===== config.mk =====
export PLATFORM = sky130hd
export DESIGN_NAME = sar_ctrl
export DESIGN_NICKNAME = d
export VERILOG_FILES = /design/src/sar_pkg.sv /design/src/sar_ctrl.sv /design/src/sar_sync.sv
export SDC_FILE = /design/constraint.sdc
export NUM_CORES = 1
export LEC_CHECK = 0
export BUFFER_PORTS_ARGS = -buffer_cell sky130_fd_sc_hd__buf_2
export CAP_MARGIN = 20
export CORE_ASPECT_RATIO = 0.8
export CORE_UTILIZATION = 54
export DETAILED_ROUTE_END_ITERATION = 10
export PLACE_DENSITY = 0.85
export SYNTH_ARGS = -nofsm -noshare
export SYNTH_HDL_FRONTEND = slang
export SYNTH_SLANG_ARGS = --single-unit

===== constraint.sdc =====
create_clock -name clock -period 1.7 [get_ports clock]
set_input_delay 0 -clock clock [delete_from_list [all_inputs] [get_ports clock]]
set_output_delay 0 -clock clock [all_outputs]
set_load 0.02 [all_outputs]

===== src/sar_pkg.sv =====
/*
 package of constants for the converter readout and reset control.
 assumes a 125 MHz core clock; times are in nanoseconds.
*/
// Operation
// - byte select swaps lanes, low lanes ones
// - dedicated reset low, asynchronous, ignores select
// - abort running conversion within 50 ns
// - reset clears output latches to zero
// - normal operation within 20 ns after release
// - first sampling starts 20 ns after release; code starts it on the sixth clock edge after the pin rises, about 40 to 48 ns
// - sampling starts at later of busy/select fall
// - busy high for whole conversion
// - start edge during conversion, selected, resets
// - select falling edge during conversion resets
// - edge-fired reset clears itself
// - internal power-on reset, no pulse needed
// - start low with select low raises busy
// - bus driven only when select and read low
// - result in two's complement
package sar_pkg;
   localparam int          CLK_PERIOD_NS   = 8;
   localparam int          RST_MIN_NS      = 25;
   localparam int          ABORT_MAX_NS    = 50;
   localparam int          RECOVER_MAX_NS  = 20;
   localparam int          SAMPLE_DLY_NS   = 20;
   localparam int          CONV_TIME_NS    = 650;
   localparam int          ACQ_TIME_NS     = 150;
   localparam int          RST_MIN_CYC     = (RST_MIN_NS + CLK_PERIOD_NS - 1) / CLK_PERIOD_NS;
   localparam int          ABORT_MAX_CYC   = ABORT_MAX_NS / CLK_PERIOD_NS;
   localparam int          RECOVER_CYC     = RECOVER_MAX_NS / CLK_PERIOD_NS;
   localparam int          SAMPLE_DLY_CYC  = SAMPLE_DLY_NS / CLK_PERIOD_NS;
   localparam int          CONV_CYC        = CONV_TIME_NS / CLK_PERIOD_NS;
   localparam int          ACQ_CYC         = (ACQ_TIME_NS + CLK_PERIOD_NS - 1) / CLK_PERIOD_NS;
   localparam int          DATA_W          = 16;
   localparam int          CNT_W           = 8;
   localparam logic [15:0] RESULT_RST      = 16'h0000;
   localparam logic [7:0]  LANE_ONES       = 8'hFF;
   localparam int          POR_CYC         = 4;

   typedef enum logic [4:0] {
      SAR_ST_RESET  = 5'b00001,
      SAR_ST_WAIT   = 5'b00010,
      SAR_ST_SAMPLE = 5'b00100,
      SAR_ST_CONV   = 5'b01000,
      SAR_ST_DONE   = 5'b10000
   } sar_state_t;

   function automatic logic [CNT_W-1:0] sar_cyc(input int n);
      sar_cyc = CNT_W'(n);
   endfunction : sar_cyc
endpackage : sar_pkg


===== src/sar_ctrl.sv =====
/*
 readout and reset control of a 16-bit successive-approximation converter.
 assumes host pins are asynchronous; the analog core supplies a two's
 complement code on core_result, latched in the done state at end of conversion.
*/
`timescale 1ns/1ps
module sar_ctrl (
   // clock and core reset
   input  wire logic                         clock,
   input  wire logic                         rst_n,
   // host pins
   input  wire logic                         reset_pin_n,
   input  wire logic                         chip_select_n,
   input  wire logic                         read_n,
   input  wire logic                         conversion_start_n,
   input  wire logic                         byte_select,
   // analog core
   input  wire logic [sar_pkg::DATA_W-1:0]   core_result,
   output logic                              core_sample,
   output logic                              core_convert,
   // host outputs
   output logic                              busy,
   output logic [7:0]                        upper_bus_lanes,
   output logic [7:0]                        lower_bus_lanes,
   output logic                              bus_oe
);
   import sar_pkg::*;

   // synchronised pins and their edges
   logic                rst_s;
   logic                cs_s;
   logic                rd_s;
   logic                cv_s;
   logic                byte_s;
   logic                cs_d_reg;
   logic                cv_d_reg;
   logic                cs_fall;
   logic                cv_fall;
   logic                start_ok;

   // reset sources
   logic                edge_rst;
   logic                hold_rst;
   logic [2:0]          por_cnt_reg;
   logic                por_done_reg;

   // sequencer
   logic [CNT_W-1:0]    cnt_reg;
   logic [CNT_W-1:0]    cnt_next;
   logic                first_reg;
   logic                busy_fell_reg;
   logic                sample_ok;
   sar_state_t          state_reg;
   sar_state_t          state_next;

   // output latches
   logic [DATA_W-1:0]   result_reg;

   // upper lanes for either byte select setting
   function automatic logic [7:0] upper_lane(
      input logic              sel,
      input logic [DATA_W-1:0] word
   );
      upper_lane = sel ? word[7:0] : word[15:8];
   endfunction : upper_lane

   // lower lanes: all ones while the low byte sits on the upper lanes
   function automatic logic [7:0] lower_lane(
      input logic              sel,
      input logic [DATA_W-1:0] word
   );
      lower_lane = sel ? LANE_ONES : word[7:0];
   endfunction : lower_lane

   // dedicated reset pin, seen as asserted until synchronised high
   sar_sync #(
      .INIT  (1'b0)
   ) u_rst (
      .clock (clock),
      .rst_n (rst_n),
      .pin   (reset_pin_n),
      .level (rst_s)
   );

   // chip select, idle high
   sar_sync #(
      .INIT  (1'b1)
   ) u_cs (
      .clock (clock),
      .rst_n (rst_n),
      .pin   (chip_select_n),
      .level (cs_s)
   );

   // read strobe, idle high
   sar_sync #(
      .INIT  (1'b1)
   ) u_rd (
      .clock (clock),
      .rst_n (rst_n),
      .pin   (read_n),
      .level (rd_s)
   );

   // conversion start, idle high
   sar_sync #(
      .INIT  (1'b1)
   ) u_cv (
      .clock (clock),
      .rst_n (rst_n),
      .pin   (conversion_start_n),
      .level (cv_s)
   );

   // byte select
   sar_sync #(
      .INIT  (1'b0)
   ) u_byte (
      .clock (clock),
      .rst_n (rst_n),
      .pin   (byte_select),
      .level (byte_s)
   );

   // previous select level; idle high, so no false edge after reset
   always_ff @(posedge clock) begin
      if (!rst_n) begin
         cs_d_reg <= 1'b1;
      end else begin
         cs_d_reg <= cs_s;
      end
   end

   // previous start level; idle high, so no false edge after reset
   always_ff @(posedge clock) begin
      if (!rst_n) begin
         cv_d_reg <= 1'b1;
      end else begin
         cv_d_reg <= cv_s;
      end
   end

   assign cs_fall   = cs_d_reg & ~cs_s;
   assign cv_fall   = cv_d_reg & ~cv_s;
   assign start_ok  = cv_fall & ~cs_s;
   // self-clearing reset: one pulse, nothing for the host to release
   assign edge_rst  = (state_reg == SAR_ST_CONV) & (start_ok | cs_fall);
   // reset acts whatever chip select does; the pin arrives two edges late,
   // well inside the abort limit
   assign hold_rst  = ~rst_s | ~por_done_reg | edge_rst;
   // first sampling uses the fixed delay, later ones wait for busy and select
   assign sample_ok = first_reg ? (cnt_reg == '0) : (busy_fell_reg & ~cs_s);

   // internal power-on reset count
   always_ff @(posedge clock) begin
      if (!rst_n) begin
         por_cnt_reg <= 3'h0;
      end else if (!por_done_reg) begin
         por_cnt_reg <= por_cnt_reg + 3'h1;
      end
   end

   always_ff @(posedge clock) begin
      if (!rst_n) begin
         por_done_reg <= 1'b0;
      end else if (por_cnt_reg == 3'(POR_CYC - 1)) begin
         por_done_reg <= 1'b1;
      end
   end

   // sequencer
   always_comb begin
      state_next = state_reg;
      cnt_next   = (cnt_reg != '0) ? cnt_reg - 1'b1 : cnt_reg;
      case (state_reg)
         SAR_ST_RESET: begin
            // leaves reset one cycle after release, then waits to sample
            state_next = SAR_ST_WAIT;
            cnt_next   = sar_cyc(SAMPLE_DLY_CYC);
         end
         SAR_ST_WAIT: begin
            if (sample_ok) begin
               state_next = SAR_ST_SAMPLE;
            end
         end
         SAR_ST_SAMPLE: begin
            if (start_ok) begin
               state_next = SAR_ST_CONV;
               cnt_next   = sar_cyc(CONV_CYC);
            end
         end
         SAR_ST_CONV: begin
            if (cnt_reg == '0) begin
               state_next = SAR_ST_DONE;
            end
         end
         SAR_ST_DONE: begin
            state_next = SAR_ST_WAIT;
         end
         default: begin
            state_next = SAR_ST_RESET;
            cnt_next   = '0;
         end
      endcase
   end

   // any reset source forces the reset state, aborting in one cycle
   always_ff @(posedge clock) begin
      if (!rst_n || hold_rst) begin
         state_reg <= SAR_ST_RESET;
      end else begin
         state_reg <= state_next;
      end
   end

   always_ff @(posedge clock) begin
      if (!rst_n || hold_rst) begin
         cnt_reg <= '0;
      end else begin
         cnt_reg <= cnt_next;
      end
   end

   // first sampling after a reset uses the fixed delay
   always_ff @(posedge clock) begin
      if (!rst_n || hold_rst) begin
         first_reg <= 1'b1;
      end else if (state_reg == SAR_ST_SAMPLE) begin
         first_reg <= 1'b0;
      end
   end

   // remembers that busy has fallen, so sampling waits for select
   always_ff @(posedge clock) begin
      if (!rst_n) begin
         busy_fell_reg <= 1'b0;
      end else if (state_reg != SAR_ST_WAIT) begin
         busy_fell_reg <= (state_reg == SAR_ST_DONE);
      end
   end

   // busy stands for the whole conversion
   always_ff @(posedge clock) begin
      if (!rst_n) begin
         busy <= 1'b0;
      end else begin
         busy <= (state_next == SAR_ST_CONV) && !hold_rst;
      end
   end

   always_ff @(posedge clock) begin
      if (!rst_n) begin
         core_sample <= 1'b0;
      end else begin
         core_sample <= (state_next == SAR_ST_SAMPLE) && !hold_rst;
      end
   end

   always_ff @(posedge clock) begin
      if (!rst_n) begin
         core_convert <= 1'b0;
      end else begin
         core_convert <= (state_next == SAR_ST_CONV) && !hold_rst;
      end
   end

   // output latches
   always_ff @(posedge clock) begin
      if (!rst_n || hold_rst) begin
         result_reg <= RESULT_RST;
      end else if (state_reg == SAR_ST_DONE) begin
         result_reg <= core_result;
      end
   end

   // bus enable follows select and read
   always_ff @(posedge clock) begin
      if (!rst_n) begin
         bus_oe <= 1'b0;
      end else begin
         bus_oe <= ~cs_s & ~rd_s;
      end
   end

   always_ff @(posedge clock) begin
      if (!rst_n) begin
         upper_bus_lanes <= 8'h00;
      end else begin
         upper_bus_lanes <= upper_lane(byte_s, result_reg);
      end
   end

   always_ff @(posedge clock) begin
      if (!rst_n) begin
         lower_bus_lanes <= 8'h00;
      end else begin
         lower_bus_lanes <= lower_lane(byte_s, result_reg);
      end
   end
endmodule : sar_ctrl


===== src/sar_sync.sv =====
/*
 two flip-flop synchroniser for one pin, reset value chosen by parameter.
 assumes the pin is asynchronous to clock.
*/
`timescale 1ns/1ps
module sar_sync #(
   parameter logic INIT = 1'b1
) (
   // clock and reset
   input  wire logic clock,
   input  wire logic rst_n,
   // pin and synchronised level
   input  wire logic pin,
   output logic      level
);
   logic meta_reg;

   always_ff @(posedge clock) begin
      if (!rst_n) begin
         meta_reg <= INIT;
         level    <= INIT;
      end else begin
         meta_reg <= pin;
         level    <= meta_reg;
      end
   end
endmodule : sar_sync


==> results.txt, run 1 <==
Setup TNS: 0 ps
# nets final: 344
Seq/Total Area, Yosys: 0.531
worst min-delay path class: in -> reg
final setup violation count: 0
Core Box Area: 0.00431 mm^2
Syn Std Cell Area: 0.00249 mm^2
Pleak: 1.24 nW
Worst Setup End Kind: flip-flop
Clock Sink Count: 66
fin area: 0.00321 mm^2
Worst Path Required: 1930 ps
row count: 21
Net Count, Synth: 274
Die Ht: 62.7 um
IO Count: 43
DR vias/cell: 5.30
Routed WL: 5580 um
Main synth FF type: dfxtp_1
Synth area leader: dfxtp_1
fin crit share: 0.969
initial antenna violation count: 0
share of the synthesized area in the top cell type: 0.531
Crit Path Class: reg -> reg
run status: complete, no violations
switch share: 0.225
crit path max fanout: 9
Max stage delay cell, worst path: or3_4
ANT cells: 0
post-DR wirelength/cell: 14.7 um
chain of cells forming the critical path: or3_4 > nor2_4 > nor4_4 > buf_4 > a2111oi_1
PD cells: 945 mW/mm^2
synth-to-layout area growth: 29.1%
synthesized area per cell: 10.1 um^2
Hold Crit Depth: 3
total congestion overflow: 0
most common cell in the netlist: dfxtp_1
Pwr Total: 3.04 mW
FMAX: 0.607 GHz
number of max-cap violations: 0
first-pass GRT wire length: 9230 um
Largest stage delay, worst path: 440 ps
Warnings, synthesis: 0
NetSw: 0.684 mW
Crit path buffers/inverters: 1
placed instance area: 0.00279 mm^2
ranking of synthesized cells by area: dfxtp_1, nand2_1, a21oi_1, mux2i_1, nor2b_1
vias: 2009
Clk Latency, worst-skew pair: 350 ps
CTS clk-pin slew, worst paths: 70 ps
Rel. slew slack: 0.491
root buf cell: clkbuf_8
largest net degree at the start of global routing: 34
die area: 0.00488 mm^2
Starting Density: 0.577
Reg2Reg Depth: 5
Num CTS Buffers: 9
Clock Path Buffers: 2
Worst Skew: 6.17 ps
IR Drop Worst-Case VDD: 0.000640 V
Reg power frac: 0.529
crit path DAT: 1880 ps
Worst Setup Start Kind: flip-flop
fin. max-slew vios: 0
commonest cells in the netlist: dfxtp_1, nand2_1, a21oi_1
H-tree levels: 3
CP Depth: 5
Port Buffers: 42
global-route usage over all layers: 0.252
CTS tree: built
cell-internal power: 2.35 mW
Netlist cell types: 43
detailed placement HPWL: 3330 um
Gate power share: 0.054
fin crit period: 1650 ps
number of global-route vias before repair: 1947
Final Hold Fails: 0
Synth Register Bits: 66
Largest register FFs: 16
DRC viols: 0
antenna viol nets, final: 0
post-synthesis cell count: 247
routability cong.: 0.828
Synth async-reset ratio: 0
actual transition at the worst max-transition pin: 762 ps
layout cells sized above 1: 0.248
number of synthesized flops with an enable pin: 0
chip width: 77.9 um
Top delay family on crit path: simple AND/OR/NAND/NOR gates
drt first-iter violations: 105
1st-pass router iterations: 4
clock power share: 0.417
==> placed cells by master, fill, tap and decap left out, types with 4 or more instances in the layout <==
| cell | instances |
|---|---|
| a211oi_1 | 5 |
| a21oi_1 | 21 |
| and2_1 | 6 |
| and3_1 | 4 |
| buf_2 | 42 |
| buf_4 | 6 |
| clkbuf_8 | 9 |
| dfxtp_1 | 65 |
| dlygate4sd3_1 | 21 |
| ha_1 | 4 |
| inv_1 | 6 |
| mux2i_1 | 9 |
| nand2_1 | 35 |
| nand2b_1 | 9 |
| nor2_1 | 5 |
| nor2b_1 | 11 |
| nor4_2 | 4 |
| o21a_1 | 9 |
| xnor2_1 | 6 |
==> worst paths after layout <==
check                                  end          from  slack (ps)
worst max-delay path            cnt_reg[3]  state_reg[1]          50
worst min register to register      bus_oe    u_rd.level         400
worst min-delay path            u_rd.level         rst_n         110
worst max register to register  cnt_reg[3]  state_reg[1]          50
==> routing by layer <==
| layer | share of wire | vias up | track usage |
|---|---|---|---|
| met5 | 0 | - | 0 |
| li1 | - | 987 | - |
| met1 | 0.46 | 940 | 0.312 |
| met2 | 0.46 | 68 | 0.395 |
| met3 | 0.063 | 14 | 0.0993 |
| met4 | 0.020 | 0 | 0.0943 |
==> power groups by stage <==
stage                     sequential, mW  combinational [mW]  clock, mW
after detailed placement            1.64               0.123          0
after global routing                1.61               0.179       1.37
final                               1.61               0.163       1.27
after global placement              1.64               0.118          0
after CTS                           1.61               0.163       1.27
after floorplan                     1.64              0.0728          0
==> final cells by class <==
| type | count | area, um^2 |
|---|---|---|
| well taps | 57 | 71.3 |
| clock inverters | 5 | 55.1 |
| clock buffers | 11 | 131 |
| multi-input cells | 163 | 1100 |
| inverters | 6 | 22.5 |
| flip-flops and latches | 66 | 1320 |
| repair buffers | 71 | 505 |
| fillers | 300 | 1100 |
==> per-stage QoR <==
stage | hold slack, ps | worst slack [ps] | cells | util
global placement | 188 | 108 | 341 | 0.647
finish | 106 | 52.4 | 379 | 0.745
CTS | 115 | 5.09 | 378 | 0.740
floorplan | 73.0 | 233 | 247 | -
global route | 118 | -3.91 | 379 | 0.745
detailed placement | 192 | -72.6 | 341 | 0.647
==> worst reg2reg max path, stage by stage, from the launching register on <==
cell	delay [ps]
dfxtp_1	350
or3_4	440
nor2_4	190
nor4_4	60
buf_4	170
a2111oi_1	320
==> what timing repair did <==
action / in CTS / in global routing
setup buffers: 0 / 1
hold buffers: 21 / 0
hold endpoints to repair: 21 / 0
pin swaps: 0 / 2
gates resized for setup: 1 / 4
cloned: 0 / 0
endpoints found under the setup margin: 5 / 32
==> cell families after synthesis <==
family,share of synthesized area
mux,0.0362
simple gates,0.236
fa+ha+maj,0.0201
compound gates,0.116
buf+inv,0.0362
flops,0.531
xor+xnor,0.0246
(Power assumes the default switching activity.)
==> run 2: changes to the inputs <==
--- a/config.mk
+++ b/config.mk
@@ -7,8 +7,10 @@
 export LEC_CHECK = 0
 export BUFFER_PORTS_ARGS = -buffer_cell sky130_fd_sc_hd__buf_2
 export CAP_MARGIN = 20
+export CELL_PAD_IN_SITES_DETAIL_PLACEMENT = 2
+export CELL_PAD_IN_SITES_GLOBAL_PLACEMENT = 2
 export CORE_ASPECT_RATIO = 0.8
-export CORE_UTILIZATION = 54
+export CORE_UTILIZATION = 34
 export DETAILED_ROUTE_END_ITERATION = 10
 export PLACE_DENSITY = 0.85
 export SYNTH_ARGS = -nofsm -noshare
==> results.txt, run 2 (same netlist as run 1, synthesis figures left out) <==
row count: 27 (+29%)
FMAX: 0.601 GHz (-0.97%)
routability cong.: 0.773 (-6.7%)
synth-to-layout area growth: 35.2%
largest net degree at the start of global routing: 34 (unchanged)
chip width: 97.6 um (+25%)
die area: 0.00766 mm^2 (+57%)
Multi-input gate area: 0.00112 mm^2 (+1.9%)
Clock Path Buffers: 2 (unchanged)
Max stage delay cell, worst path: dfxtp_1
actual transition at the worst max-transition pin: 487 ps (-275 ps)
fin crit share: 0.979 (+0.00951)
R2R Path Start: cnt_reg[2]
register area: 0.00132 mm^2 (about the same)
Crit Path Class: reg -> reg
Largest stage delay, worst path: 390 ps (-50 ps)
IO Count: 43 (unchanged)
Pwr Total: 3.27 mW (+7.8%)
# nets final: 352 (+2.3%)
Setup TNS: 0 ps (unchanged)
IR Drop Worst-Case VDD: 0.000440 V (-31%)
detailed placement HPWL: 4650 um (+39%)
root buf cell: clkbuf_8
number of global-route vias before repair: 2381 (+22%)
commonest non-fill, non-tap cells in the layout: dfxtp_1, buf_2, nand2_1
fin crit period: 1660 ps (+16.2 ps)
Largest register FFs: 16 (unchanged)
CTS clk-pin slew, worst paths: 80 ps (about the same)
failing checks: DRC
Starting Density: 0.356 (-0.222)
Num CTS Buffers: 9 (unchanged)
Final Hold Fails: 0 (unchanged)
fin. max-slew vios: 0 (unchanged)
ANT cells: 0 (unchanged)
commonest non-fill, non-tap cell in the layout: dfxtp_1
crit path max fanout: 5 (-4)
initial antenna violation count: 0 (unchanged)
Die Ht: 78.5 um (+25%)
worst min-delay path class: in -> reg
DR vias/cell: 5.10 (-3.7%)
chain of cells forming the critical path: nor4_2 > buf_4 > a31oi_2 > nor2b_2 > nor4_1
Reg2Reg Depth: 5 (unchanged)
DRC viols: 2 (+2)
Routed WL: 8340 um (+49%)
first-pass GRT wire length: 13300 um (+44%)
CP endpoint: core_sample
Reg2Reg Setup Slack: 40 ps (-20 ps)
CTS tree: built
Pleak: 1.29 nW (+4.4%)
post-DR wirelength/cell: 20.0 um (+36%)
final setup violation count: 0 (unchanged)
number of max-cap violations: 0 (unchanged)
R2R Path End: core_sample
pre-CTS setup slack: 37.2 ps (+110 ps)
Worst Path Required: 1930 ps (about the same)
vias: 2128 (+5.9%)
Core Box Area: 0.00699 mm^2 (+62%)
run status: complete, but fails checks
1st-pass router iterations: 7 (+3)
FILL cells: 729 (+140%)
Clock Sink Count: 66 (unchanged)
global-route usage over all layers: 0.232 (-0.0201)
Rel. slew slack: 0.673 (+0.181)
Worst Skew: 14.4 ps (+8.18 ps)
CP startpoint: cnt_reg[2]
Worst Setup Start Kind: flip-flop
final core utilization: 0.481 (-0.265)
Worst Setup End Kind: flip-flop
Hold WS: 119 ps (+12.7 ps)
H-tree levels: 3 (unchanged)
PD cells: 974 mW/mm^2 (+3.0%)
total congestion overflow: 0 (unchanged)
setup slack after layout: 36.2 ps (-16.2 ps)
Clk Latency, worst-skew pair: 350 ps (about the same)
drt first-iter violations: 114 (+8.6%)
layout cells sized above 1: 0.285 (+0.0364)
Port Buffers: 42 (unchanged)
antenna viol nets, final: 0 (unchanged)
crit path DAT: 1890 ps (about the same)
==> run 2: layer usage <==
metal / GRT usage / vias up / part of all wire
li1: - / 1000 / -
met1: 0.276 / 1071 / 0.44
met2: 0.409 / 40 / 0.51
met3: 0.0463 / 17 / 0.028
met4: 0.0970 / 0 / 0.023
met5: 0 / - / 0
==> run 2: through the flow <==
step / instances / area [um^2]
final: 417 / 3360
after global routing: 417 / 3360
after CTS: 416 / 3310
after detailed placement: 379 / 2890
after global placement: 379 / 2890
after floorplan: 247 / 2490
==> run 2: critical path, delay by kind of cell (launching register included) <==
family | cells | cell delay [ps]
DFF | 1 | 390
and+or+nand+nor | 3 | 820
buffers and inverters | 1 | 210
AOI/OAI and AO/OA | 1 | 120
==> run 2: what timing repair did <==
action                                 in CTS  in global routing
endpoints found under the hold margin      21                  0
gates resized for setup                     0                 10
buffers inserted                            0                  1
hold buffers                               21                  0
setup endpoints to repair                   0                 32
==> run 2: worst min-delay path by stage <==
stage | startpoint | to | slack (ps) | depth (start not counted)
6_report | rst_n | u_rd.level | 120 | 3
5_1_grt | rst_n | u_rd.level | 130 | 3
4_1_cts | rst_n | u_rd.level | 110 | 3
3_5_place_dp | conversion_start_n | u_cv.meta_reg | 190 | 2
3_3_place_gp | chip_select_n | u_cs.meta_reg | 190 | 2
2_1_floorplan | rst_n | u_cv.level | 70 | 1
==> run 2: cell type report <==
class	instances	share of cell area
Sequential cell	66	0.393
Timing Repair Buffer	79	0.168
Inverter	6	0.00670
Multi-Input combinational cell	163	0.335
Clock inverter	6	0.0272
Tap cell	87	0.0324
Clock buffer	10	0.0380
==> run 2: report_power, final <==
part	switching, mW	total [mW]	internal [mW]
logic	0.0788	0.182	0.103
registers	0.0205	1.60	1.58
clock network	0.664	1.49	0.828
total	0.763	3.27	2.51
==> run 3: changes to the inputs <==
--- a/config.mk
+++ b/config.mk
@@ -10,9 +10,10 @@
 export CELL_PAD_IN_SITES_DETAIL_PLACEMENT = 2
 export CELL_PAD_IN_SITES_GLOBAL_PLACEMENT = 2
 export CORE_ASPECT_RATIO = 0.8
-export CORE_UTILIZATION = 34
+export CORE_UTILIZATION = 36
+export CTS_BUF_LIST = sky130_fd_sc_hd__clkbuf_2
 export DETAILED_ROUTE_END_ITERATION = 10
-export PLACE_DENSITY = 0.85
+export PLACE_DENSITY = 0.89
 export SYNTH_ARGS = -nofsm -noshare
 export SYNTH_HDL_FRONTEND = slang
 export SYNTH_SLANG_ARGS = --single-unit
==> results.txt, run 3 (same netlist as run 1, synthesis figures left out) <==
chain of cells forming the critical path: or3_4 > nor2_4 > nor4_4 > buf_4 > a2111oi_2
Die Ht: 76.3 um (-2.7%)
Worst Setup End Kind: flip-flop
first-pass GRT wire length: 14700 um (+11%)
register area: 0.00133 mm^2 (+0.85%)
Rel. slew slack: 0.719 (+0.0457)
Final Hold Fails: 0 (unchanged)
final setup violation count: 0 (unchanged)
Starting Density: 0.380 (+0.0247)
crit path max fanout: 9 (+4)
met3 Use GR: 0.0828 (+0.0365)
Worst Skew: 28.4 ps (+14.0 ps)
ANT cells: 0 (unchanged)
Clk Latency, worst-skew pair: 540 ps (+190 ps)
Clock Path Buffers: 2 (unchanged)
CP endpoint: cnt_reg[3]
FMAX: 0.590 GHz (-1.9%)
Worst Path Required: 2130 ps (+200 ps)
DRC viols: 0 (-2)
Core Box Area: 0.00654 mm^2 (-6.5%)
drt first-iter violations: 127 (+11%)
fin area: 0.00332 mm^2 (-1.4%)
antenna viol nets, final: 0 (unchanged)
routability cong.: 0.774 (+0.18%)
Max stage delay cell, worst path: dfxtp_2
final core utilization: 0.507 (+0.0263)
Reg2Reg Depth: 5 (unchanged)
IR Drop Worst-Case VDD: 0.000475 V (+7.8%)
initial antenna violation count: 0 (unchanged)
Port Buffers: 42 (unchanged)
post-DR wirelength/cell: 23.5 um (+17%)
total congestion overflow: 0 (unchanged)
Post-Layout Cell Count: 417 (unchanged)
1st-pass router iterations: 4 (-3)
met1 GRT Util: 0.315 (+0.0387)
Pleak: 1.26 nW (-2.5%)
Num CTS Buffers: 9 (unchanged)
placed instance area: 0.00283 mm^2 (-2.0%)
largest net degree at the start of global routing: 34 (unchanged)
layout cells sized above 1: 0.306 (+0.0215)
Clock Sink Count: 66 (unchanged)
CTS tree: built
CTS clk-pin slew, worst paths: 220 ps (+140 ps)
crit path DAT: 2120 ps (+230 ps)
die area: 0.00725 mm^2 (-5.4%)
synth-to-layout area growth: 33.3%
global-route usage over all layers: 0.285 (+0.0537)
actual transition at the worst max-transition pin: 419 ps (-68.0 ps)
R2R Path Start: state_reg[2]
Reg2Reg Setup Slack: 5 ps (-30 ps)
number of global-route vias before repair: 2527 (+6.1%)
fin. max-slew vios: 0 (unchanged)
worst min-delay path class: in -> reg
run status: complete, no violations
fin crit period: 1700 ps (+31.7 ps)
global route hottest layer: met2
PD cells: 834 mW/mm^2 (-14%)
Largest register FFs: 16 (unchanged)
Routed WL: 9790 um (+17%)
fin crit share: 0.997 (+0.0187)
Multi-input gate area: 0.00116 mm^2 (+3.0%)
FILL cells: 660 (-9.5%)
Largest stage delay, worst path: 420 ps (+30 ps)
# nets final: 355 (+0.85%)
met2 usage: 0.507 (+0.0987)
setup slack after layout: 4.51 ps (-31.7 ps)
H-tree levels: 3 (unchanged)
dpl cells: 372 (-1.8%)
chip width: 94.9 um (-2.8%)
R2R Path End: cnt_reg[3]
commonest non-fill, non-tap cells in the layout: dfxtp_1, buf_2, nand2_1
detailed placement HPWL: 5020 um (+7.9%)
row count: 26 (-3.7%)
DR vias/cell: 5.28 (+3.4%)
commonest non-fill, non-tap cell in the layout: dfxtp_1
Crit Path Class: reg -> reg
IO Count: 43 (unchanged)
Pwr Total: 2.77 mW (-16%)
Worst Setup Start Kind: flip-flop
pre-CTS setup slack: -153 ps (-190 ps)
CP startpoint: state_reg[2]
number of max-cap violations: 0 (unchanged)
vias: 2201 (+3.4%)
root buf cell: clkbuf_2
-- run 3: area by class of cell --
type,instances,share of cell area
sequential,66,0.402
inverter,6,0.00679
multi-input combinational,163,0.349
timing repair buffer,82,0.175
clock inverter,7,0.0211
clock buffer,9,0.0136
tap,84,0.0317
-- run 3: per-layer routing --
metal	up-vias	routed length, um
met1	1104	3860
met2	70	5120
met3	23	481
met4	0	317
met5	-	0
li1	1004	-
-- run 3: per-stage QoR --
stage                     setup TNS, ps  hold WS, ps
final                                 0          221
after global routing               -719          190
after CTS                             0          220
after detailed placement           -290          189
after global placement                0          185
after floorplan                       0         73.0
-- run 3: power breakdown --
group	switching, mW	internal (mW)	total, mW
clock network	0.632	0.336	0.967
logic	0.0822	0.112	0.194
registers	0.0221	1.58	1.61
total	0.736	2.03	2.77
-- run 3: worst max-delay path: cells and delay by family (launching register included) --
| kind | cells | cell delay [ps] |
|---|---|---|
| simple gates | 3 | 630 |
| flops | 1 | 420 |
| buf+inv | 1 | 180 |
| compound gates | 1 | 330 |
-- run 3: worst min-delay path by stage --
stage               cells past startpoint  slack (ps)             from        endpoint
floorplan                               1          70            rst_n      u_cv.level
global placement                        2         180           read_n   u_rd.meta_reg
detailed placement                      2         190           read_n   u_rd.meta_reg
CTS                                     4         220   core_result[5]   result_reg[5]
global route                            4         190  core_result[13]  result_reg[13]
finish                                  4         220  core_result[13]  result_reg[13]
-- run 3: what timing repair did --
action	CTS	global route
hold buffers	27	0
endpoints found under the setup margin	9	32
gates resized for setup	3	22
setup buffers	1	1
endpoints found under the hold margin	49	0
pin swaps	1	2
